[src/icm_cfg.svh]
// Offsets, field positions, reset values and masks for the interrupt clear and monitor bypass block.
// Assumes byte-wide registers on a 16-bit address port; included by every file that needs them.
`ifndef ICM_CFG_SVH
`define ICM_CFG_SVH

// ----------------------------------------------------------------------------
// Register offsets
// ----------------------------------------------------------------------------
`define ICM_ADDR_BYPASS 16'h2004
`define ICM_ADDR_CMD 16'h2005
`define ICM_ADDR_CLR_TB 16'h2006
`define ICM_ADDR_CLR_AUX 16'h2007
`define ICM_ADDR_CLR_REF_INPUT_A 16'h2008
`define ICM_ADDR_CLR_REF_INPUT_B 16'h2009
`define ICM_ADDR_STAT_TB 16'h3006
`define ICM_ADDR_STAT_AUX 16'h3007
`define ICM_ADDR_STAT_REF_INPUT_A 16'h3008
`define ICM_ADDR_STAT_REF_INPUT_B 16'h3009
`define ICM_ADDR_STAT_CH0 16'h300a
`define ICM_ADDR_STAT_CH1 16'h300b
`define ICM_ADDR_EN_TB 16'h3106
`define ICM_ADDR_EN_AUX 16'h3107
`define ICM_ADDR_EN_REF_INPUT_A 16'h3108
`define ICM_ADDR_EN_REF_INPUT_B 16'h3109
`define ICM_ADDR_EN_CH0 16'h310a
`define ICM_ADDR_EN_CH1 16'h310b
`define ICM_ADDR_NONE 16'hffff

// ----------------------------------------------------------------------------
// Command register fields
// ----------------------------------------------------------------------------
`define ICM_CMD_WDOG 7
`define ICM_CMD_CH1 3
`define ICM_CMD_CH0 2
`define ICM_CMD_COMMON 1
`define ICM_CMD_ALL 0

// ----------------------------------------------------------------------------
// Bypass register fields: one bit per reference input
// ----------------------------------------------------------------------------
`define ICM_BYP_REF_A 0
`define ICM_BYP_REF_A_SECOND 1
`define ICM_BYP_REF_B 2
`define ICM_BYP_REF_B_SECOND 3
`define ICM_BYP_MASK 8'h0f

// ----------------------------------------------------------------------------
// Masks and reset values
// ----------------------------------------------------------------------------
`define ICM_FULL_MASK 8'hff
`define ICM_AUX_MASK 8'h3f
`define ICM_RST_BYTE 8'h00
`define ICM_RST_REFS 4'h0

`endif

[src/icm_pkg.sv]
// Types shared by the interrupt clear and monitor bypass block.
// Assumes nothing beyond a SystemVerilog compiler.
package icm_pkg;

  // ----------------------------------------------------------------------------
  // Basic types
  // ----------------------------------------------------------------------------
  typedef logic [7:0] icm_byte_t;
  typedef logic [15:0] icm_addr_t;
  typedef logic [3:0] icm_refs_t;

  // ----------------------------------------------------------------------------
  // Event banks, in array order
  // ----------------------------------------------------------------------------
  typedef enum {
    icm_bank_tb,
    icm_bank_aux,
    icm_bank_ref_input_a,
    icm_bank_ref_input_b,
    icm_bank_ch0,
    icm_bank_ch1
  } icm_bank_t;

  localparam int ICM_NUM_BANKS = 6;

endpackage : icm_pkg

[src/icm_event_bank.sv]
// One bank of sticky event flags with enable gating.
// Assumes set and clear come from logic on the same clock.
`timescale 1ns/1ps
`include "icm_cfg.svh"

module icm_event_bank #(
  parameter int WIDTH = 8
) (
  input wire logic ref_clk,
  input wire logic rst,
  input wire logic [WIDTH-1:0] evt_set,
  input wire logic [WIDTH-1:0] evt_clr,
  input wire logic [WIDTH-1:0] evt_enable,
  output logic [WIDTH-1:0] evt_status,
  output logic evt_pending
);

  // ----------------------------------------------------------------------------
  // Sticky flags
  // ----------------------------------------------------------------------------
  for (genvar i = 0; i < WIDTH; i++)
  begin : g_flag
    always_ff @(posedge ref_clk or posedge rst)
    begin
      if (rst)
        evt_status[i] <= 1'b0;
      // A new event beats a clear in the same cycle so it is never lost
      else if (evt_set[i])
        evt_status[i] <= 1'b1;
      else if (evt_clr[i])
        evt_status[i] <= 1'b0;
    end
  end

  assign evt_pending = |(evt_status & evt_enable);

endmodule : icm_event_bank

[src/icm_monitor_bypass.sv]
// Frequency monitor fault masking for the reference inputs.
// Assumes monitor results arrive on the same clock.
`timescale 1ns/1ps
`include "icm_cfg.svh"

module icm_monitor_bypass #(
  parameter int NUM_REFS = 4
) (
  input wire logic ref_clk,
  input wire logic rst,
  input wire logic [NUM_REFS-1:0] mon_fault,
  input wire logic [NUM_REFS-1:0] bypass,
  output logic [NUM_REFS-1:0] ref_faulted
);

  // ----------------------------------------------------------------------------
  // Masked fault report
  // ----------------------------------------------------------------------------
  // Only the fault is hidden; validation stays with the reference logic
  always_ff @(posedge ref_clk or posedge rst)
  begin
    if (rst)
      ref_faulted <= '0;
    else
      ref_faulted <= mon_fault & ~bypass; // see see see
  end

endmodule : icm_monitor_bypass

[src/icm_top.sv]
// Interrupt clear command, common event clear banks and reference monitor bypass.
// Assumes one clock, a single-cycle register port and event pulses on the same clock.
//
// Summary of operation
// Bypass bit 2 hides the monitor fault of reference input B and reports it unfaulted.
// Bypass bit 1 hides the monitor fault of reference input A second and reports it unfaulted.
// Bypass bit 0 hides the monitor fault of reference input A and reports it unfaulted.
// A bypass bit only clears the fault report and never makes a reference valid by itself.
// Software forces a reference valid by bypass, unforced fault, transfer, timeout bit, transfer.
// Writing one to command bit 7 pulses the watchdog restart for one cycle, starting the cycle after the write.
// Writing one to command bit 3 clears every pending loop channel 1 event.
// Writing one to command bit 2 clears every pending loop channel 0 event.
// Writing one to command bit 1 clears the common event group.
// Writing one to command bit 0 clears every pending event in all groups.
// The command strobes last one cycle and read back as zero.
// Timebase clear bit 7 clears the timebase-unlocked event.
// Timebase clear bits 6 and 5 clear the stabilized and locked events.
// Timebase clear bits 4 to 0 clear calibration done, calibration start, watchdog, nv fault, nv done.
// Aux loop clear bits 5 to 0 clear skew, temperature, unfaulted, faulted, unlocked, locked; 7:6 reserved.
// Each reference clear register serves the second input in its upper nibble, the first in its lower.
// Writing zero to a clear bit changes nothing, and all clear registers reset to zero.
`timescale 1ns/1ps
`include "icm_cfg.svh"

module icm_top #(
  parameter int NUM_REFS = 4
) (
  input wire logic ref_clk,
  input wire logic rst,
  input wire icm_pkg::icm_addr_t reg_addr,
  input wire icm_pkg::icm_byte_t reg_wdata,
  input wire logic reg_wr,
  input wire logic reg_rd,
  output icm_pkg::icm_byte_t reg_rdata,
  input wire icm_pkg::icm_byte_t timebase_evt,
  input wire logic [5:0] aux_loop_evt,
  input wire icm_pkg::icm_byte_t ref_pair_a_evt,
  input wire icm_pkg::icm_byte_t ref_pair_b_evt,
  input wire icm_pkg::icm_byte_t loop_channel_0_evt,
  input wire icm_pkg::icm_byte_t loop_channel_1_evt,
  input wire logic [NUM_REFS-1:0] freq_mon_fault,
  output logic [NUM_REFS-1:0] ref_faulted,
  output logic wdog_restart,
  output logic irq
);
  import icm_pkg::*;

  // ----------------------------------------------------------------------------
  // Address decoding
  // ----------------------------------------------------------------------------
  function automatic icm_addr_t clear_addr(input int b);
    unique case (b)
      int'(icm_bank_tb): clear_addr = `ICM_ADDR_CLR_TB;
      int'(icm_bank_aux): clear_addr = `ICM_ADDR_CLR_AUX;
      int'(icm_bank_ref_input_a): clear_addr = `ICM_ADDR_CLR_REF_INPUT_A;
      int'(icm_bank_ref_input_b): clear_addr = `ICM_ADDR_CLR_REF_INPUT_B;
      // Loop channel banks are cleared by the command strobes and by a write to ICM_ADDR_NONE
      default: clear_addr = `ICM_ADDR_NONE;
    endcase
  endfunction : clear_addr

  function automatic icm_addr_t status_addr(input int b);
    unique case (b)
      int'(icm_bank_tb): status_addr = `ICM_ADDR_STAT_TB;
      int'(icm_bank_aux): status_addr = `ICM_ADDR_STAT_AUX;
      int'(icm_bank_ref_input_a): status_addr = `ICM_ADDR_STAT_REF_INPUT_A;
      int'(icm_bank_ref_input_b): status_addr = `ICM_ADDR_STAT_REF_INPUT_B;
      int'(icm_bank_ch0): status_addr = `ICM_ADDR_STAT_CH0;
      int'(icm_bank_ch1): status_addr = `ICM_ADDR_STAT_CH1;
      default: status_addr = `ICM_ADDR_NONE;
    endcase
  endfunction : status_addr

  function automatic icm_addr_t enable_addr(input int b);
    unique case (b)
      int'(icm_bank_tb): enable_addr = `ICM_ADDR_EN_TB;
      int'(icm_bank_aux): enable_addr = `ICM_ADDR_EN_AUX;
      int'(icm_bank_ref_input_a): enable_addr = `ICM_ADDR_EN_REF_INPUT_A;
      int'(icm_bank_ref_input_b): enable_addr = `ICM_ADDR_EN_REF_INPUT_B;
      int'(icm_bank_ch0): enable_addr = `ICM_ADDR_EN_CH0;
      int'(icm_bank_ch1): enable_addr = `ICM_ADDR_EN_CH1;
      default: enable_addr = `ICM_ADDR_NONE;
    endcase
  endfunction : enable_addr

  // Reserved aux bits never clear anything
  function automatic icm_byte_t bank_mask(input int b);
    if (b == int'(icm_bank_aux))
      bank_mask = `ICM_AUX_MASK;
    else
      bank_mask = `ICM_FULL_MASK;
  endfunction : bank_mask

  // ----------------------------------------------------------------------------
  // Command strobes
  // ----------------------------------------------------------------------------
  logic cmd_wr;
  logic clr_all;
  logic clr_common;
  logic clr_ch0;
  logic clr_ch1;

  // Strobes are decoded straight from the write, so nothing is stored to read back
  assign cmd_wr = reg_wr && (reg_addr == `ICM_ADDR_CMD);
  assign clr_all = cmd_wr && reg_wdata[`ICM_CMD_ALL];
  assign clr_common = cmd_wr && reg_wdata[`ICM_CMD_COMMON];
  assign clr_ch0 = cmd_wr && reg_wdata[`ICM_CMD_CH0];
  assign clr_ch1 = cmd_wr && reg_wdata[`ICM_CMD_CH1];

  always_ff @(posedge ref_clk or posedge rst)
  begin
    if (rst)
      wdog_restart <= 1'b0;
    else
      wdog_restart <= cmd_wr && reg_wdata[`ICM_CMD_WDOG];
  end

  // ----------------------------------------------------------------------------
  // Monitor bypass
  // ----------------------------------------------------------------------------
  logic [NUM_REFS-1:0] bypass;

  always_ff @(posedge ref_clk or posedge rst)
  begin
    if (rst)
      bypass <= '0;
    else if (reg_wr && (reg_addr == `ICM_ADDR_BYPASS))
      bypass <= reg_wdata[NUM_REFS-1:0];
  end

  icm_monitor_bypass #(
    .NUM_REFS(NUM_REFS)
  ) u_bypass (
    .ref_clk(ref_clk),
    .rst(rst),
    .mon_fault(freq_mon_fault),
    .bypass(bypass),
    .ref_faulted(ref_faulted)
  );

  // ----------------------------------------------------------------------------
  // Event banks
  // ----------------------------------------------------------------------------
  icm_byte_t evt_in [ICM_NUM_BANKS];
  icm_byte_t evt_clr [ICM_NUM_BANKS];
  icm_byte_t evt_en [ICM_NUM_BANKS];
  icm_byte_t evt_stat [ICM_NUM_BANKS];
  logic [ICM_NUM_BANKS-1:0] bank_pending;

  // Bit order follows the clear registers directly
  assign evt_in[icm_bank_tb] = timebase_evt; // see see
  assign evt_in[icm_bank_aux] = {2'b00, aux_loop_evt};
  assign evt_in[icm_bank_ref_input_a] = ref_pair_a_evt;
  assign evt_in[icm_bank_ref_input_b] = ref_pair_b_evt;
  assign evt_in[icm_bank_ch0] = loop_channel_0_evt;
  assign evt_in[icm_bank_ch1] = loop_channel_1_evt;

  for (genvar b = 0; b < ICM_NUM_BANKS; b++)
  begin : g_bank
    logic group_clr;
    logic is_common;

    assign is_common = (b <= int'(icm_bank_ref_input_b));
    assign group_clr = clr_all
      || (clr_common && is_common)
      || (clr_ch0 && (b == int'(icm_bank_ch0)))
      || (clr_ch1 && (b == int'(icm_bank_ch1)));

    // Only ones clear; a zero bit leaves its flag as it was
    assign evt_clr[b] = (group_clr ? `ICM_FULL_MASK : `ICM_RST_BYTE)
      | ((reg_wr && (reg_addr == clear_addr(b))) ? (reg_wdata & bank_mask(b)) : `ICM_RST_BYTE);

    always_ff @(posedge ref_clk or posedge rst)
    begin
      if (rst)
        evt_en[b] <= `ICM_RST_BYTE;
      else if (reg_wr && (reg_addr == enable_addr(b)))
        evt_en[b] <= reg_wdata & bank_mask(b);
    end

    icm_event_bank #(
      .WIDTH(8)
    ) u_bank (
      .ref_clk(ref_clk),
      .rst(rst),
      .evt_set(evt_in[b] & bank_mask(b)),
      .evt_clr(evt_clr[b]),
      .evt_enable(evt_en[b]),
      .evt_status(evt_stat[b]),
      .evt_pending(bank_pending[b])
    );
  end

  assign irq = |bank_pending;

  // ----------------------------------------------------------------------------
  // Read back
  // ----------------------------------------------------------------------------
  icm_byte_t next_rdata;

  always_comb
  begin
    next_rdata = `ICM_RST_BYTE;
    if (reg_addr == `ICM_ADDR_BYPASS)
      next_rdata = {{(8-NUM_REFS){1'b0}}, bypass};
    for (int b = 0; b < ICM_NUM_BANKS; b++)
    begin
      if (reg_addr == status_addr(b))
        next_rdata = evt_stat[b];
      if (reg_addr == enable_addr(b))
        next_rdata = evt_en[b];
    end
    // Command and clear registers are pure strobes and fall through as zero
  end

  // Data is held for the one cycle after the read only
  always_ff @(posedge ref_clk or posedge rst)
  begin
    if (rst)
      reg_rdata <= `ICM_RST_BYTE;
    else if (reg_rd)
      reg_rdata <= next_rdata;
    else
      reg_rdata <= `ICM_RST_BYTE;
  end

endmodule : icm_top

[config.mk]
export PLATFORM = sky130hd
export DESIGN_NAME = icm_top
export DESIGN_NICKNAME = d
export VERILOG_FILES = /design/src/icm_pkg.sv /design/src/icm_event_bank.sv /design/src/icm_monitor_bypass.sv /design/src/icm_top.sv
export VERILOG_INCLUDE_DIRS = /design/src
export SDC_FILE = /design/constraint.sdc
export NUM_CORES = 1
export LEC_CHECK = 0
export BUFFER_PORTS_ARGS = -buffer_cell sky130_fd_sc_hd__buf_2
export CORE_MARGIN = 8
export CORE_UTILIZATION = 52
export DETAILED_ROUTE_END_ITERATION = 7
export PLACE_DENSITY = 0.89
export SLEW_MARGIN = 20
export SYNTH_ARGS = -nofsm -noshare
export SYNTH_HDL_FRONTEND = slang
export SYNTH_HIERARCHICAL = 1
export SYNTH_SLANG_ARGS = --single-unit
[constraint.sdc]
create_clock -name ref_clk -period 1.96 [get_ports ref_clk]
set_input_delay 0.588 -clock ref_clk [delete_from_list [all_inputs] [get_ports ref_clk]]
set_output_delay 0.588 -clock ref_clk [all_outputs]
set_load 0.005 [all_outputs]
Word-level counts from Yosys, hierarchy flattened

Index checks and enable logic that the tools add are counted.

Input port bits: 78
Register bits: 109
Bits in read-only memories: 0
Memory bits (writable): 0
Memories kept: 0
Latch bits: 0
Output and inout bits: 14
Logic and storage cells: 271

Reductions and logical operators: 68
Equality and inequality tests: 19
Bitwise gates (word level): 14
Div/mod/pow operators: 0
$add $sub $neg: 0
Multiply operators: 0
Order comparisons: 0
Shifts and indexed selects: 0
Muxes and demuxes: 114

Operator list:

| kind                                                               | count |
|---|---|
| 16-bit by 14-bit == test with 1-bit output (second input constant) | 18 |
| 8-bit 2-to-1 mux                                                   | 20 |
| 1-bit 2-to-1 mux                                                   | 92 |
| 2-bit nonzero test                                                 | 46 |
| 48-bit OR reduction                                                | 1 |
| 8-bit bitwise AND                                                  | 5 |
| 8-bit OR                                                           | 5 |
| 1-bit logical AND                                                  | 18 |
| 16-bit == test (second input constant)                             | 1 |
| 6-bit bitwise AND                                                  | 1 |
| 6-bit 2-to-1 mux                                                   | 1 |
| 6-bit OR                                                           | 1 |
| 4-bit bitwise AND                                                  | 1 |
| 4-bit 2-to-1 mux                                                   | 1 |
| 4-bit inverter                                                     | 1 |
| 1-bit logical OR                                                   | 3 |

Logic depth before layout (Yosys ltp)

Depth in word-level cells: 15
Mapped depth: 10
Gate-level depth less buffers: 8

Modules after synthesis

Netlist, hierarchy kept.

Modules (own cells, without submodules):

| module             | area each (um^2) | seq. area each (um^2) | cells each | times used |
|---|---|---|---|---|
| icm_top            | 4025.1           | 1476.4                | 434        | 1 |
| icm_event_bank     | 331.6            | 200.2                 | 30         | 6 |
| icm_monitor_bypass | 158.9            | 100.1                 | 9          | 1 |

Worst setup path after synthesis

Ideal clock, no wire load.

Path type: input port to flip-flop
Start point: input reg_addr[5]
End point: register g_bank[2].u_bank.evt_status[4]
Cell stages on the path: 8
Setup slack: -494 ps
Path buffers: 2
Data required time: 1841 ps
Arrival: 2335 ps
Setup time: 119 ps
Cells stage by stage: or4_4 buf_2 nor4_2 o21a_1 buf_2 a21o_1 inv_1 a21o_2

RTL lines:

| element                       | RTL line             | text |
|---|---|---|
| start, declared               | icm_top.sv:30        | `input wire icm_pkg::icm_addr_t reg_addr,` |
| end signal, assigned by index | icm_event_bank.sv:26 | `evt_status[i] <= 1'b0;` |
| end signal, assigned by index | icm_event_bank.sv:29 | `evt_status[i] <= 1'b1;` |
| end signal, assigned by index | icm_event_bank.sv:31 | `evt_status[i] <= 1'b0;` |
| end, declared                 | icm_event_bank.sv:14 | `output logic [WIDTH-1:0] evt_status,` |

Worst setup path after layout

Start point: register evt_en[8] (netlist bit)
End point: output irq

Cells in the longest elaborated chain, start to end: 2

Ends and longest elaborated chain:

| element                         | RTL line             | text |
|---|---|---|
| start, declared                 | icm_top.sv:146       | `icm_byte_t evt_en [ICM_NUM_BANKS];` |
| start signal, assigned by index | icm_top.sv:176       | `` evt_en[b] <= `ICM_RST_BYTE; `` |
| start signal, assigned by index | icm_top.sv:178       | `evt_en[b] <= reg_wdata & bank_mask(b);` |
| 8-bit bitwise AND               | icm_event_bank.sv:35 | `assign evt_pending = \|(evt_status & evt_enable);` |
| 48-bit OR reduction             | icm_top.sv:194       | `assign irq = \|bank_pending;` |
| end, declared                   | icm_top.sv:44        | `output logic irq` |

Every way passes these cells.

==> out/results.tsv <==
stage	metric	value	unit
drt	dr.first_iter.drc_count	995	
sta	fmax	420.0	MHz
place	portBuffers	91	
drt	firstDrtPassIters	5	
global_route	grt.total_usage	33.27	%
status	violations	negative setup slack	
sta	relSlewSlack	63.04	%
sta	finalSetupViolations	93	
global_route	grt_pass1_vias	7120	
drt	vias_per_cell	6.280	
die	io_pins	92	
sta	period_share	121.5	%
yosys	synth_top_area_cell	dfrtp_1	
clock_tree	cts_root_buf	clkbuf_16	
clock_tree	cts_tree	yes	
clock_tree	clk_pin_slew	0.08	ns
sta	drv_slew	0	
place	dp.cells	1035	
job	maxCapViolCount	0	
drt	vias	6757	
drt	drc_errors	0	
power	leakage	4.593	nW
finish	antenna_cells	0	
yosys	synth_edf_count	0	
drt	ant_nets	0	
sta	rsz0062_at_grt	true	
setup_path	cp-end-kind	primary output	
finish	layout.nets	1002	
yosys	synth_compound_area_share	22.76	%
setup_path	critPathLaunchType	register	
die	start_util	52.27	%
yosys	synthMuxAreaShare	10.26	%
yosys	avgSynthCellArea	9.909	sq um
global_route	grt-ovfl-total	0	
yosys	ys_seq_area_share	44.99	%
finish	fin_area	9712	sq um
yosys	synthTopCellsByArea	dfrtp_1 45%, mux2_2 9.1%, a21o_1 9.0%	
die	row_count	40	
yosys	yosysMostFrequentCell	dfrtp_1	
yosys	yosysUniqueCellTypes	64	
clock_tree	h-tree-depth	3	
global_route	grt_max_degree	32	
die	die_x	125.0	um
place	placed_area	8308	sq um
yosys	ys_top_cells_by_count	111 x dfrtp_1, 74 x a21o_1, 61 x inv_1	
finish	layout.cells.non_filler	1076	
sta	clock_skew	0.008335	ns
setup_path	required	1.37	ns
yosys	synthArstFlopShare	100.0	%
yosys	post_synth_xor_area_fraction	0	%
yosys	synth_top_area_share	44.99	%
sta	tightest_slew	0.5486	ns
die	core	11810	sq um
sta	period_needed	2.381	ns
sta	hold_slack	0.2878	ns
clock_tree	cts_made_buffers	9	
status	status	complete, but fails checks	
die	die_area	15620	sq um
power	power.density	498.6	nW/um^2
finish	area_growth	57.32	%
sta	hold_violations	0	
sta	tns	-9.899	ns
worst_hold_path	hold_path_class	input port to async pin	
yosys	synthSimpleGateAreaFrac	16.17	%
yosys	synth_top_family_by_area	compound AO/OA/AOI/OAI gates	
yosys	syn_inst	623	
drt	wirelength	26.90	mm
setup_path	setup.worst_path.class	register to primary output	
setup_path	worstPathArrival	1.79	ns
clock_tree	clk_path_buf_depth	2	
yosys	synth_area	6173	sq um
clock_tree	insertion_delay	0.36	ns
die	fp.dieH	125.0	um
yosys	synthAdderAreaFrac	0	%
clock_tree	clock_sinks	111	
place	globalplace.congestion	0.9837	
setup_path	crit_fanout	2	
finish	layout-drive-gt1-share	54.36	%
place	dp_hpwl	19.10	mm
clock_tree	cts_hold_buf	0	
global_route	antenna_found_initial	0	
yosys	ys_ff_latch	111	
global_route	grt_pass1_wl	40.26	mm
drt	avgRoutedWirePerCell	25.00	um
power	report.power.total	0.004842	W
sta	finalWorstSetupSlack	-0.4212	ns
yosys	ys_warn_count	6	
power	ir_drop	628.4	uV
yosys	synthFlopType	dfrtp_1	
[metrics by stage]
stage	setup WS [ns]	utilization [%]
4_1_cts	-0.4612	78.45
2_1_floorplan	-0.4060	-
6_report	-0.4212	82.22
3_3_place_gp	-0.7591	70.34
5_1_grt	-0.4622	82.22
3_5_place_dp	-0.7886	70.34
[final timing paths]
| path | slack (ns) | cells after the start | start | to |
|---|---|---|---|---|
| min in group ref_clk | 0.40 | 2 | ref_pair_a_evt[0] | g_bank[2].u_bank/evt_status[0] |
| min | 0.29 | 2 | rst | u_bypass/ref_faulted[0] |
| max | -0.42 | 6 | evt_en[8] | irq |
| max reg2reg | 0.25 | 5 | bypass[2] | reg_rdata[2] |
| min reg2reg | 0.51 | 1 | bypass[3] | u_bypass/ref_faulted[3] |
| max in group asynchronous | 1.07 | 3 | rst | reg_rdata[5] |
[worst max-delay path, cell delays in order (launching register included)]
cell and delay (ns):
dfrtp_1 0.41, a22oi_1 0.24, nand4_1 0.19, nor4_2 0.25
buf_4 0.17, nand2_2 0.06, buf_6 0.11
[metal layers]
layer / up-vias / track usage (%) / routed length [um]
met5: - / 0 / 0
met1: 3271 / 40.21 / 10270
met4: 0 / 18.55 / 1525
met2: 463 / 52.57 / 12230
li1: 2888 / - / -
met3: 135 / 9.605 / 2882
[area by class of cell]
cell class | count | area, sq um
multi-input cells | 427 | 3824
repair buffers | 314 | 2379
clock inverters | 5 | 62.56
well taps | 147 | 183.9
flip-flops and latches | 111 | 2778
clock buffers | 11 | 252.7
inverters | 61 | 232.7
fillers | 686 | 2100
[layout by cell type, fill, tap and decap left out, types with 9 or more instances in the layout]
master | synthesis | final
nor2_1 | 32 | 21
o21ai_0 | 13 | 9
dfrtp_1 | 111 | 111
a21o_1 | 74 | 74
buf_2 | 8 | 85
a22oi_1 | 27 | 21
nor2b_1 | 9 | 9
mux2_2 | 50 | 46
clkbuf_16 | 0 | 9
nand4_1 | 19 | 19
buf_4 | 1 | 188
inv_1 | 61 | 54
buf_6 | 1 | 29
nand2_2 | 0 | 11
a21oi_1 | 18 | 13
nand2_1 | 47 | 27
[kinds of logic after synthesis]
logic type	count (synthesis)
AOI/OAI and AO/OA	192
buffers and inverters	89
DFF	111
muxes	57
other	1
and+or+nand+nor	173
[report_power, final]
| part | internal [W] | switching (W) |
|---|---|---|
| Combinational | 0.000237 | 0.000346 |
| Sequential | 0.00229 | 0.00000119 |
| Clock | 0.00107 | 0.000892 |
[sequential cells by signal, summed over array words and instances (netlist names)]
name and cells:
u_bypass/ref_faulted 4, evt_en 46, wdog_restart 1, bypass 4
reg_rdata 8, g_bank.u_bank/evt_status 48
[repair_timing]
| action | 4_1_cts | 5_1_grt |
|---|---|---|
| setup endpoints to repair | 101 | 107 |
| setup buffers | 16 | 16 |
| gates resized for setup | 103 | 87 |
| pin swaps | 61 | 71 |
| cloned | 3 | 1 |
Note: power is estimated with default switching activity, not from simulation.
